File: src/design/ckf_pkg.sv
// Constants, register map and types for the chroma kill / flesh / slice control group
package ckf_pkg;

   // ------------------------------------------------------------
   // Register offsets
   // ------------------------------------------------------------
   localparam logic [7:0] OFF_IDENT_KILL = 8'h0d;
   localparam logic [7:0] OFF_SPARE_E = 8'h0e;
   localparam logic [7:0] OFF_KILL_LEVEL = 8'h0f;
   localparam logic [7:0] OFF_FLESH = 8'h10;
   localparam logic [7:0] OFF_SLICE = 8'h11;
   localparam logic [7:0] OFF_STATUS = 8'h20;
   localparam logic [7:0] OFF_IDENT_MASK = 8'h21;

   // ------------------------------------------------------------
   // Reset values
   // ------------------------------------------------------------
   localparam logic [7:0] RST_IDENT_KILL = 8'h34;
   localparam logic [7:0] RST_SPARE_E = 8'h26;
   localparam logic [7:0] RST_KILL_LEVEL = 8'h00;
   localparam logic [7:0] RST_FLESH = 8'h10;
   localparam logic [7:0] RST_SLICE = 8'h88;

   // ------------------------------------------------------------
   // Field positions
   // ------------------------------------------------------------
   localparam int BIT_REQUIRE_ALL = 3;
   localparam int KILL_MODE_LSB = 0;
   localparam int THR_LSB = 0;
   localparam int HYST_LSB = 5;
   localparam int BIT_FLESH_PH = 7;
   localparam int BIT_FLESH_EN = 6;
   localparam int SLICE_LSB = 4;
   localparam int ST_IDENT = 0;
   localparam int ST_BURST_KILLED = 1;
   localparam int ST_CHROMA_KILL = 2;

   // ------------------------------------------------------------
   // Values
   // ------------------------------------------------------------
   localparam int NUM_STD = 8;
   localparam logic [7:0] FLESH_ANGLE_LO = 8'd117;
   localparam logic [7:0] FLESH_ANGLE_HI = 8'd123;
   localparam logic [7:0] CHROMA_NEUTRAL = 8'h80;

   typedef enum logic [1:0] {
      CKF_KILL_AUTO = 2'b00,
      CKF_KILL_NEVER = 2'b01,
      CKF_KILL_ALWAYS = 2'b10,
      CKF_KILL_AUTO_BURST = 2'b11
   } ckf_kill_mode_e;

endpackage

File: src/design/ckf_burst_if.sv
// Interface between the control top and the burst-amplitude killer
`timescale 1ns/1ps
`default_nettype none
interface ckf_burst_if #(
   parameter int AMP_W = 8
);
   logic enable;
   logic line_stb;
   logic [AMP_W-1:0] amp;
   logic [4:0] thr;
   logic [2:0] hyst;
   logic killed;

   modport ctrl (
      output enable,
      output line_stb,
      output amp,
      output thr,
      output hyst,
      input killed
   );

   modport kill (
      input enable,
      input line_stb,
      input amp,
      input thr,
      input hyst,
      output killed
   );
endinterface
`default_nettype wire

File: src/design/ckf_burst_kill.sv
// Burst-amplitude chroma killer with hysteresis, evaluated once per line
`timescale 1ns/1ps
`default_nettype none
module ckf_burst_kill #(
   parameter int AMP_W = 8
) (
   input wire logic clk,
   input wire logic rst,
   ckf_burst_if.kill bif
);
   logic [5:0] restore_lvl;
   logic [AMP_W-1:0] thr_ext;
   logic [AMP_W-1:0] restore_ext;
   logic killed_reg;

   // Sum kept at 6 bits so threshold plus hysteresis never wraps
   assign restore_lvl = {1'b0, bif.thr} + {3'h0, bif.hyst};
   assign thr_ext = {{(AMP_W-5){1'b0}}, bif.thr};
   assign restore_ext = {{(AMP_W-6){1'b0}}, restore_lvl};

   always_ff @(posedge clk) begin
      if (rst) begin
         killed_reg <= 1'b0;
      end else if (!bif.enable) begin
         killed_reg <= 1'b0;
      end else if (bif.line_stb) begin // see RULE17
         if (!killed_reg && bif.amp < thr_ext) begin
            killed_reg <= 1'b1; // see RULE6
         end else if (killed_reg && bif.amp > restore_ext) begin
            killed_reg <= 1'b0; // see RULE7
         end
      end
   end

   assign bif.killed = killed_reg;
endmodule
`default_nettype wire

File: src/design/ckf_ctrl_top.sv
// Top of the chroma kill, flesh tone and sync slice control register group
`timescale 1ns/1ps
`default_nettype none
// ------------------------------------------------------------
// What this block does
// RULE1 - Option cleared: one good trial identifies
// RULE2 - Option set: every trial must succeed
// RULE3 - Two-bit mode selects kill behaviour
// RULE4 - Automatic mode kills chroma until identified
// RULE5 - Burst kill only in mode 11
// RULE6 - Kill when burst below threshold
// RULE7 - Restore above threshold plus hysteresis
// RULE8 - Phase bit picks 117 or 123 degrees
// RULE9 - Enable bit turns flesh correction on
// RULE10 - Slice fraction from blanking toward sync tip
// RULE11 - Slicing blanking equals clamp reference
// RULE12 - Sync tip comes from sync logic
// RULE13 - Host writes 1 into reserved bit 2
// RULE14 - Host writes zero to spare register
// RULE15 - Host writes 01 0000 to flesh low bits
// RULE16 - Host writes 0000 to slice low bits
// RULE17 - Burst comparison once per line, held
// ------------------------------------------------------------
module ckf_ctrl_top
   import ckf_pkg::*;
#(
   parameter int AMP_W = 8,
   parameter int LVL_W = 10
) (
   input wire logic CORE_CLK,
   input wire logic SYS_RST,
   input wire logic [7:0] REG_ADDR,
   input wire logic [7:0] REG_WDATA,
   input wire logic REG_WR,
   input wire logic REG_RD,
   output logic [7:0] REG_RDATA,
   input wire logic TRIAL_VALID,
   input wire logic [2:0] TRIAL_STD,
   input wire logic TRIAL_OK,
   input wire logic SCAN_DONE,
   output logic [NUM_STD-1:0] STD_IDENT_MASK,
   output logic STD_IDENT,
   input wire logic LINE_STB,
   input wire logic [AMP_W-1:0] BURST_AMP,
   input wire logic [7:0] CHROMA_IN,
   output logic [7:0] CHROMA_OUT,
   output logic CHROMA_KILL,
   output logic FLESH_EN,
   output logic [7:0] FLESH_REF_ANGLE,
   input wire logic [LVL_W-1:0] CLAMP_BLANK_LVL,
   input wire logic [LVL_W-1:0] SYNC_TIP_LVL,
   output logic [LVL_W-1:0] HSYNC_SLICE_LVL
);

   // ------------------------------------------------------------
   // Declarations
   // ------------------------------------------------------------
   logic [7:0] ident_kill_reg;
   logic [7:0] spare_e_reg;
   logic [7:0] kill_level_reg;
   logic [7:0] flesh_reg;
   logic [7:0] slice_reg;
   logic [7:0] rdata_reg;

   logic [NUM_STD-1:0] seen_reg;
   logic [NUM_STD-1:0] any_ok_reg;
   logic [NUM_STD-1:0] all_ok_reg;
   logic [NUM_STD-1:0] ident_mask_reg;
   logic [NUM_STD-1:0] seen_next;
   logic [NUM_STD-1:0] any_ok_next;
   logic [NUM_STD-1:0] all_ok_next;
   logic [NUM_STD-1:0] trial_hot;

   logic require_all_trials;
   ckf_kill_mode_e kill_mode;
   logic identified;
   logic kill_next;
   logic kill_reg;
   logic [7:0] chroma_reg;
   logic flesh_en_reg;
   logic [7:0] angle_reg;
   logic [7:0] status_byte;

   ckf_burst_if #(.AMP_W(AMP_W)) burst_bus ();

   // ------------------------------------------------------------
   // Decoding helpers
   // ------------------------------------------------------------
   function automatic logic hit(input logic [7:0] addr, input logic [7:0] off);
      hit = (addr == off);
   endfunction

   function automatic logic [NUM_STD-1:0] one_hot(input logic [2:0] idx);
      one_hot = '0;
      one_hot[idx] = 1'b1;
   endfunction

   assign require_all_trials = ident_kill_reg[BIT_REQUIRE_ALL];
   assign kill_mode = ckf_kill_mode_e'(ident_kill_reg[KILL_MODE_LSB +: 2]);

   // ------------------------------------------------------------
   // Register writes
   // ------------------------------------------------------------
   // Reserved bits are stored as written; the host keeps them at
   // their required values, nothing here forces them.
   always_ff @(posedge CORE_CLK) begin
      if (SYS_RST) begin
         ident_kill_reg <= RST_IDENT_KILL;
      end else if (REG_WR && hit(REG_ADDR, OFF_IDENT_KILL)) begin
         ident_kill_reg <= REG_WDATA; // see RULE13
      end
   end

   // Spare byte kept writable so the host's zero write reads back
   always_ff @(posedge CORE_CLK) begin
      if (SYS_RST) begin
         spare_e_reg <= RST_SPARE_E;
      end else if (REG_WR && hit(REG_ADDR, OFF_SPARE_E)) begin
         spare_e_reg <= REG_WDATA; // see RULE14
      end
   end

   always_ff @(posedge CORE_CLK) begin
      if (SYS_RST) begin
         kill_level_reg <= RST_KILL_LEVEL;
      end else if (REG_WR && hit(REG_ADDR, OFF_KILL_LEVEL)) begin
         kill_level_reg <= REG_WDATA;
      end
   end

   always_ff @(posedge CORE_CLK) begin
      if (SYS_RST) begin
         flesh_reg <= RST_FLESH;
      end else if (REG_WR && hit(REG_ADDR, OFF_FLESH)) begin
         flesh_reg <= REG_WDATA; // see RULE15
      end
   end

   always_ff @(posedge CORE_CLK) begin
      if (SYS_RST) begin
         slice_reg <= RST_SLICE;
      end else if (REG_WR && hit(REG_ADDR, OFF_SLICE)) begin
         slice_reg <= REG_WDATA; // see RULE16
      end
   end

   // ------------------------------------------------------------
   // Register reads
   // ------------------------------------------------------------
   // Data stand only in the cycle after the strobe; zero otherwise.
   // Status and mask are read-only; writes to them are dropped.
   always_ff @(posedge CORE_CLK) begin
      if (SYS_RST) begin
         rdata_reg <= 8'h00;
      end else if (REG_RD) begin
         unique case (REG_ADDR)
            OFF_IDENT_KILL: rdata_reg <= ident_kill_reg;
            OFF_SPARE_E: rdata_reg <= spare_e_reg;
            OFF_KILL_LEVEL: rdata_reg <= kill_level_reg;
            OFF_FLESH: rdata_reg <= flesh_reg;
            OFF_SLICE: rdata_reg <= slice_reg;
            OFF_STATUS: rdata_reg <= status_byte;
            OFF_IDENT_MASK: rdata_reg <= ident_mask_reg;
            default: rdata_reg <= 8'h00;
         endcase
      end else begin
         rdata_reg <= 8'h00;
      end
   end

   assign REG_RDATA = rdata_reg;

   // ------------------------------------------------------------
   // Status byte
   // ------------------------------------------------------------
   // Live view, captured only when a read strobe selects it
   always_comb begin
      status_byte = 8'h00;
      status_byte[ST_IDENT] = identified;
      status_byte[ST_BURST_KILLED] = burst_bus.killed;
      status_byte[ST_CHROMA_KILL] = kill_reg;
   end

   // ------------------------------------------------------------
   // Standard identification decision
   // ------------------------------------------------------------
   // A trial arriving with the scan end is counted in that scan.
   // The verdict waits for the scan end even with the option
   // cleared, as the whole table is tried before any decision.
   assign trial_hot = TRIAL_VALID ? one_hot(TRIAL_STD) : '0;
   assign seen_next = seen_reg | trial_hot;
   assign any_ok_next = TRIAL_OK ? (any_ok_reg | trial_hot) : any_ok_reg;
   assign all_ok_next = TRIAL_OK ? all_ok_reg : (all_ok_reg & ~trial_hot);

   always_ff @(posedge CORE_CLK) begin
      if (SYS_RST || SCAN_DONE) begin
         seen_reg <= '0;
         any_ok_reg <= '0;
         all_ok_reg <= '1;
      end else begin
         seen_reg <= seen_next;
         any_ok_reg <= any_ok_next;
         all_ok_reg <= all_ok_next;
      end
   end

   always_ff @(posedge CORE_CLK) begin
      if (SYS_RST) begin
         ident_mask_reg <= '0;
      end else if (SCAN_DONE) begin
         if (require_all_trials) begin
            ident_mask_reg <= seen_next & all_ok_next; // see RULE2
         end else begin
            ident_mask_reg <= any_ok_next; // see RULE1
         end
      end
   end

   // Any identified standard lifts the automatic kill
   assign identified = |ident_mask_reg;
   assign STD_IDENT_MASK = ident_mask_reg;
   assign STD_IDENT = identified;

   // ------------------------------------------------------------
   // Colour kill
   // ------------------------------------------------------------
   // Leaving mode 11 clears the burst state, so re-entry starts clean
   assign burst_bus.enable = (kill_mode == CKF_KILL_AUTO_BURST); // see RULE5
   assign burst_bus.line_stb = LINE_STB;
   assign burst_bus.amp = BURST_AMP;
   // Threshold and hysteresis cross unregistered; the killer only
   // looks at them on a line strobe
   assign burst_bus.thr = kill_level_reg[THR_LSB +: 5];
   assign burst_bus.hyst = kill_level_reg[HYST_LSB +: 3];

   ckf_burst_kill #(.AMP_W(AMP_W)) u_burst (
      .clk(CORE_CLK),
      .rst(SYS_RST),
      .bif(burst_bus)
   );

   always_comb begin
      unique case (kill_mode) // see RULE3
         CKF_KILL_AUTO: kill_next = !identified; // see RULE4
         CKF_KILL_NEVER: kill_next = 1'b0;
         CKF_KILL_ALWAYS: kill_next = 1'b1;
         CKF_KILL_AUTO_BURST: kill_next = !identified || burst_bus.killed;
      endcase
   end

   // Kill held in reset so no colour leaks before the first scan
   always_ff @(posedge CORE_CLK) begin
      if (SYS_RST) begin
         kill_reg <= 1'b1;
      end else begin
         kill_reg <= kill_next;
      end
   end

   // Neutral code replaces chroma so downstream sees no colour
   always_ff @(posedge CORE_CLK) begin
      if (SYS_RST) begin
         chroma_reg <= CHROMA_NEUTRAL;
      end else begin
         chroma_reg <= kill_next ? CHROMA_NEUTRAL : CHROMA_IN; // see RULE4
      end
   end

   assign CHROMA_KILL = kill_reg;
   assign CHROMA_OUT = chroma_reg;

   // ------------------------------------------------------------
   // Flesh tone
   // ------------------------------------------------------------
   // Registered together so enable and angle change on one edge
   always_ff @(posedge CORE_CLK) begin
      if (SYS_RST) begin
         flesh_en_reg <= 1'b0;
         angle_reg <= FLESH_ANGLE_LO;
      end else begin
         flesh_en_reg <= flesh_reg[BIT_FLESH_EN]; // see RULE9
         angle_reg <= flesh_reg[BIT_FLESH_PH] ? FLESH_ANGLE_HI : FLESH_ANGLE_LO; // see RULE8
      end
   end

   assign FLESH_EN = flesh_en_reg;
   assign FLESH_REF_ANGLE = angle_reg;

   // ------------------------------------------------------------
   // Sync slicing
   // ------------------------------------------------------------
   // Blanking is the clamp reference itself, tip comes from sync logic
   ckf_slicer #(.LVL_W(LVL_W)) u_slicer (
      .clk(CORE_CLK),
      .rst(SYS_RST),
      .blank_lvl(CLAMP_BLANK_LVL), // see RULE11
      .tip_lvl(SYNC_TIP_LVL), // see RULE12
      .fraction(slice_reg[SLICE_LSB +: 4]),
      .slice_lvl(HSYNC_SLICE_LVL)
   );

endmodule
`default_nettype wire

File: src/design/ckf_slicer.sv
// Horizontal-PLL slice level between blanking and sync tip
`timescale 1ns/1ps
`default_nettype none
module ckf_slicer #(
   parameter int LVL_W = 10
) (
   input wire logic clk,
   input wire logic rst,
   input wire logic [LVL_W-1:0] blank_lvl,
   input wire logic [LVL_W-1:0] tip_lvl,
   input wire logic [3:0] fraction,
   output logic [LVL_W-1:0] slice_lvl
);
   logic [LVL_W-1:0] span;
   logic [LVL_W+3:0] prod;
   logic [LVL_W-1:0] step;
   logic [LVL_W-1:0] slice_reg;

   // Inverted levels give a zero span rather than a wrapped one
   assign span = (blank_lvl >= tip_lvl) ? blank_lvl - tip_lvl : '0;
   assign prod = span * fraction;
   assign step = prod[LVL_W+3:4];

   always_ff @(posedge clk) begin
      if (rst) begin
         slice_reg <= '0;
      end else begin
         slice_reg <= blank_lvl - step; // see RULE10
      end
   end

   assign slice_lvl = slice_reg;
endmodule
`default_nettype wire

File: config.mk
export PLATFORM = sky130hd
export DESIGN_NAME = ckf_ctrl_top
export DESIGN_NICKNAME = d
export VERILOG_FILES = /design/src/design/ckf_pkg.sv /design/src/design/ckf_burst_if.sv /design/src/design/ckf_burst_kill.sv /design/src/design/ckf_ctrl_top.sv /design/src/design/ckf_slicer.sv
export SDC_FILE = /design/constraint.sdc
export NUM_CORES = 1
export LEC_CHECK = 0
export BUFFER_PORTS_ARGS = -buffer_cell sky130_fd_sc_hd__buf_2
export CAP_MARGIN = 20
export CORE_UTILIZATION = 41
export CTS_CLUSTER_DIAMETER = 150
export CTS_CLUSTER_SIZE = 14
export DETAILED_ROUTE_END_ITERATION = 8
export PLACE_DENSITY = 0.61
export RECOVER_POWER = 50
export SYNTH_ARGS = -nofsm -noshare
export SYNTH_HDL_FRONTEND = slang
export SYNTH_HIERARCHICAL = 1
export SYNTH_SLANG_ARGS = --single-unit
File: constraint.sdc
create_clock -name CORE_CLK -period 10.7 [get_ports CORE_CLK]
set_input_delay 2.675 -clock CORE_CLK [delete_from_list [all_inputs] [get_ports CORE_CLK]]
set_output_delay 2.675 -clock CORE_CLK [all_outputs]
set_load 0.01 [all_outputs]
==> impl_results.md <==
- Status: finished, violations left
- Post-CTS Hold Buffers: 0
- Clock Power Share: 35.8%
- Tmin final: about 9 ns
- Final setup fails: 0
- Hold Crit Class: reg -> reg
- Post-route clock skew: 0.00735 ns
- Unique masters post-synth: 73
- I/O pin count: 108
- # Post-CTS Setup Buffers: 0
- Max-cap check violation count: 1
- Setup TNS: 0 ns
- Setup slack after layout: 1.48 ns
- CP Data Arrival Time: 9.33 ns
- Sw Share: between 30% and 40%
- Pleak: 3.45 nW
- Via Count: slightly below 6k
- CP max stage cell: fa_1
- Asr flop ratio synth: 0%
- Total GRT Usage: 20.0%
- Register Area: 2060 um^2
- Multi-input gate area: 4380 um^2
- Worst-Skew Late Latency: 0.35 ns
- Largest register FFs: 10
- CTS Buf Count: 9
- Initial DRC Count: 315
- Total Routed Length: about 17 mm
- Syn_area_per_cell: 8.66 um^2
- Via-to-Cell Ratio: between 5 and 6
- Cell row count: 46
- Port buffer count: 102
- Largest net degree at the start of global routing: 71
- Remaining Overflow, GRT: 0
- CTS Sinks: 103
- Hold Worst Slack: 0.462 ns
- Dpl cells: 1078
- Width of the die: 131 um
- Final Max Slew Viols: 71
- Number of synthesized flops with an enable pin: 0
- Area growth, synth to finish: 12.7%
- Tcrit/Tclk final: 86.2%
- Critical Path Fanout Max: 14
- Root Driver: clkbuf_16
- Post-synthesis sequential area ratio: a little under a third
- Req. time, crit path: 10.81 ns
- First drt pass iteration count: 5
- Critical Path Source Type: input pin
- CP Capture Type: flip-flop
- Cells after synthesis: roughly 790
- WL/cell: 15.4 um
- Comb power frac: 20.6%
- Failing checks: capacitance limit, slew limit
- Layout Nets: between 1k and 1.5k
- Power Total: 0.918 mW
- Fillcell total: 1665
- Clk slew on worst S/H paths: 0.08 ns
- Antenna violations before repair: 0
- PwrDens: 119 nW/um^2
- Seq cells post-synth: 103
- Int Pwr: between 0.6 and 0.7 mW
- Setup WS pre-CTS: 1.26 ns
- Core Area: about 16000 um^2
- Clock buffer depth: 2
- CP Class: in -> reg
- Crit-path max cell delay: 0.55 ns
- F_max: 108 MHz
- DRC: 0
- RePlAce Congestion: 0.911
- Vias in the first global route: 5531
- H-tree levels: 3
- Fin. Hold Viols: 0
- Proportion of layout cells with a drive suffix above 1: 12.4%
- First-pass GRT wire length: 27.9 mm
- Post-route ant nets: 0
- CTS tree: built
- Post-DP HPWL: approximately 13 mm
- Non-Filler Instances: 1094
- PostCTS Resize Cnt: 0
- Unrepaired setup endpoints after global routing: no
- P_sw: roughly 0.28 mW
- Yosys Warn Count: 6
- Die H: 131 um
- Starting Density: between 40 and 50%
- Register share of total power: 43.6%
- Synthesized area: 6860 um^2
- Primary FF master, synth: dfxtp_1
- Worst slew pin tran: 3.18 ns
- Antenna diodes: 0
- Die Area: roughly 17000 um^2
- Slew headroom: -112%
- Worst vdd ir: between 0.08 and 0.09 mV
-- synth_stat cells, types with 3 or more instances --
library cell	instances	area share, %
nor2_1	108	5.9
dfxtp_1	103	30
inv_1	64	3.5
ha_1	48	8.7
nand2_1	44	2.4
mux2i_1	43	6.3
a21oi_1	38	2.8
o21ai_0	23	1.7
nor3_1	22	1.6
clkbuf_1	19	1.0
a22o_1	18	2.3
fa_1	18	5.2
nand3_1	16	1.2
buf_2	14	1.0
xor2_1	12	1.5
and2_1	11	1.0
nor2b_1	11	1.0
xnor2_1	11	1.4
a21o_1	10	1.1
o21a_1	9	0.98
a211o_1	8	1.0
mux2_1	8	1.3
nand2b_1	8	0.73
o221a_1	8	1.3
a22oi_1	7	0.77
nand4_1	7	0.64
buf_4	6	0.66
o21ai_1	6	0.44
or3_1	6	0.55
a211oi_1	5	0.55
and3_1	5	0.46
nand4b_1	5	0.64
or2_2	5	0.46
nor4b_2	4	0.87
o211ai_1	4	0.44
o21bai_1	4	0.44
and4b_1	3	0.44
and4bb_1	3	0.55
nor3b_1	3	0.33
nor4_1	3	0.27
-- path summary, 6_finish.rpt --
check                     startpoint               endpoint  slack, ns  cells past startpoint
setup / recovery  CLAMP_BLANK_LVL[0]  u_slicer/slice_lvl[8]       1.48                     30
hold / removal         any_ok_reg[2]          any_ok_reg[2]       0.46                      2
setup reg to reg        slice_reg[7]  u_slicer/slice_lvl[8]       5.03                     21
hold reg to reg        any_ok_reg[2]          any_ok_reg[2]       0.46                      2
-- worst max-delay path: cells and delay by family --
family / cells / cell delay (ns)
AO/OA/AOI/OAI: 8 / 2.03
XOR/XNOR: 1 / 0.15
adder cells (fa/ha/maj): 7 / 2.40
buffers and inverters: 5 / 0.32
AND/OR/NAND/NOR: 9 / 1.73
-- power by group through the flow --
stage | Combinational (mW) | Clock, mW | Sequential, mW
after global routing | 0.212 | 0.355 | 0.402
after detailed placement | 0.192 | 0 | 0.409
final | 0.189 | 0.328 | 0.400
after CTS | 0.193 | 0.338 | 0.400
after floorplan | 0.128 | 0 | 0.414
after global placement | 0.192 | 0 | 0.409
-- routing by layer --
metal | global-route usage, % | wire, um | vias up
li1 | - | - | 2942
met1 | 24.7 | 7730 | 2717
met2 | 34.9 | 8150 | 110
met3 | 3.47 | 537 | 21
met4 | 7.30 | 413 | 0
met5 | 0 | 0 | -
-- cells by family after synthesis --
family                   after synthesis  share of synthesized area (%)
AND/OR/NAND/NOR                      280                           21.6
flip-flops                           103                           30.0
XOR/XNOR                              23                           2.93
AO/OA/AOI/OAI                        162                           17.2
multiplexers                          53                           7.91
other                                  2                          0.109
adder cells (fa/ha/maj)               66                           14.0
buffers and inverters                104                           6.27
-- final cells by class --
type                       count  share of cell area (%)
clock buffer                   9                    2.91
clock inverter                 7                   0.971
inverter                      65                    3.15
multi-input combinational    589                    56.6
sequential                   103                    26.7
tap                          216                    3.49
timing repair buffer         105                    6.21
-- through the flow --
step	instance area [um^2]	util [%]
global route	7730	48.0
finish	7730	48.0
detailed placement	7490	46.5
floorplan	6880	-
CTS	7790	48.4
global placement	7490	46.5
-- layout by cell type (no fill, tap or decap), types with 16 or more instances in the layout --
master,n
nand3_1,16
a22o_1,18
ha_1,48
o21ai_0,23
buf_2,63
dfxtp_1,103
nor3_1,22
nand2_1,44
nor2_1,108
inv_1,64
a21oi_1,38
clkbuf_1,40
fa_1,18
mux2i_1,43
Power figures use the tool's default switching activity.
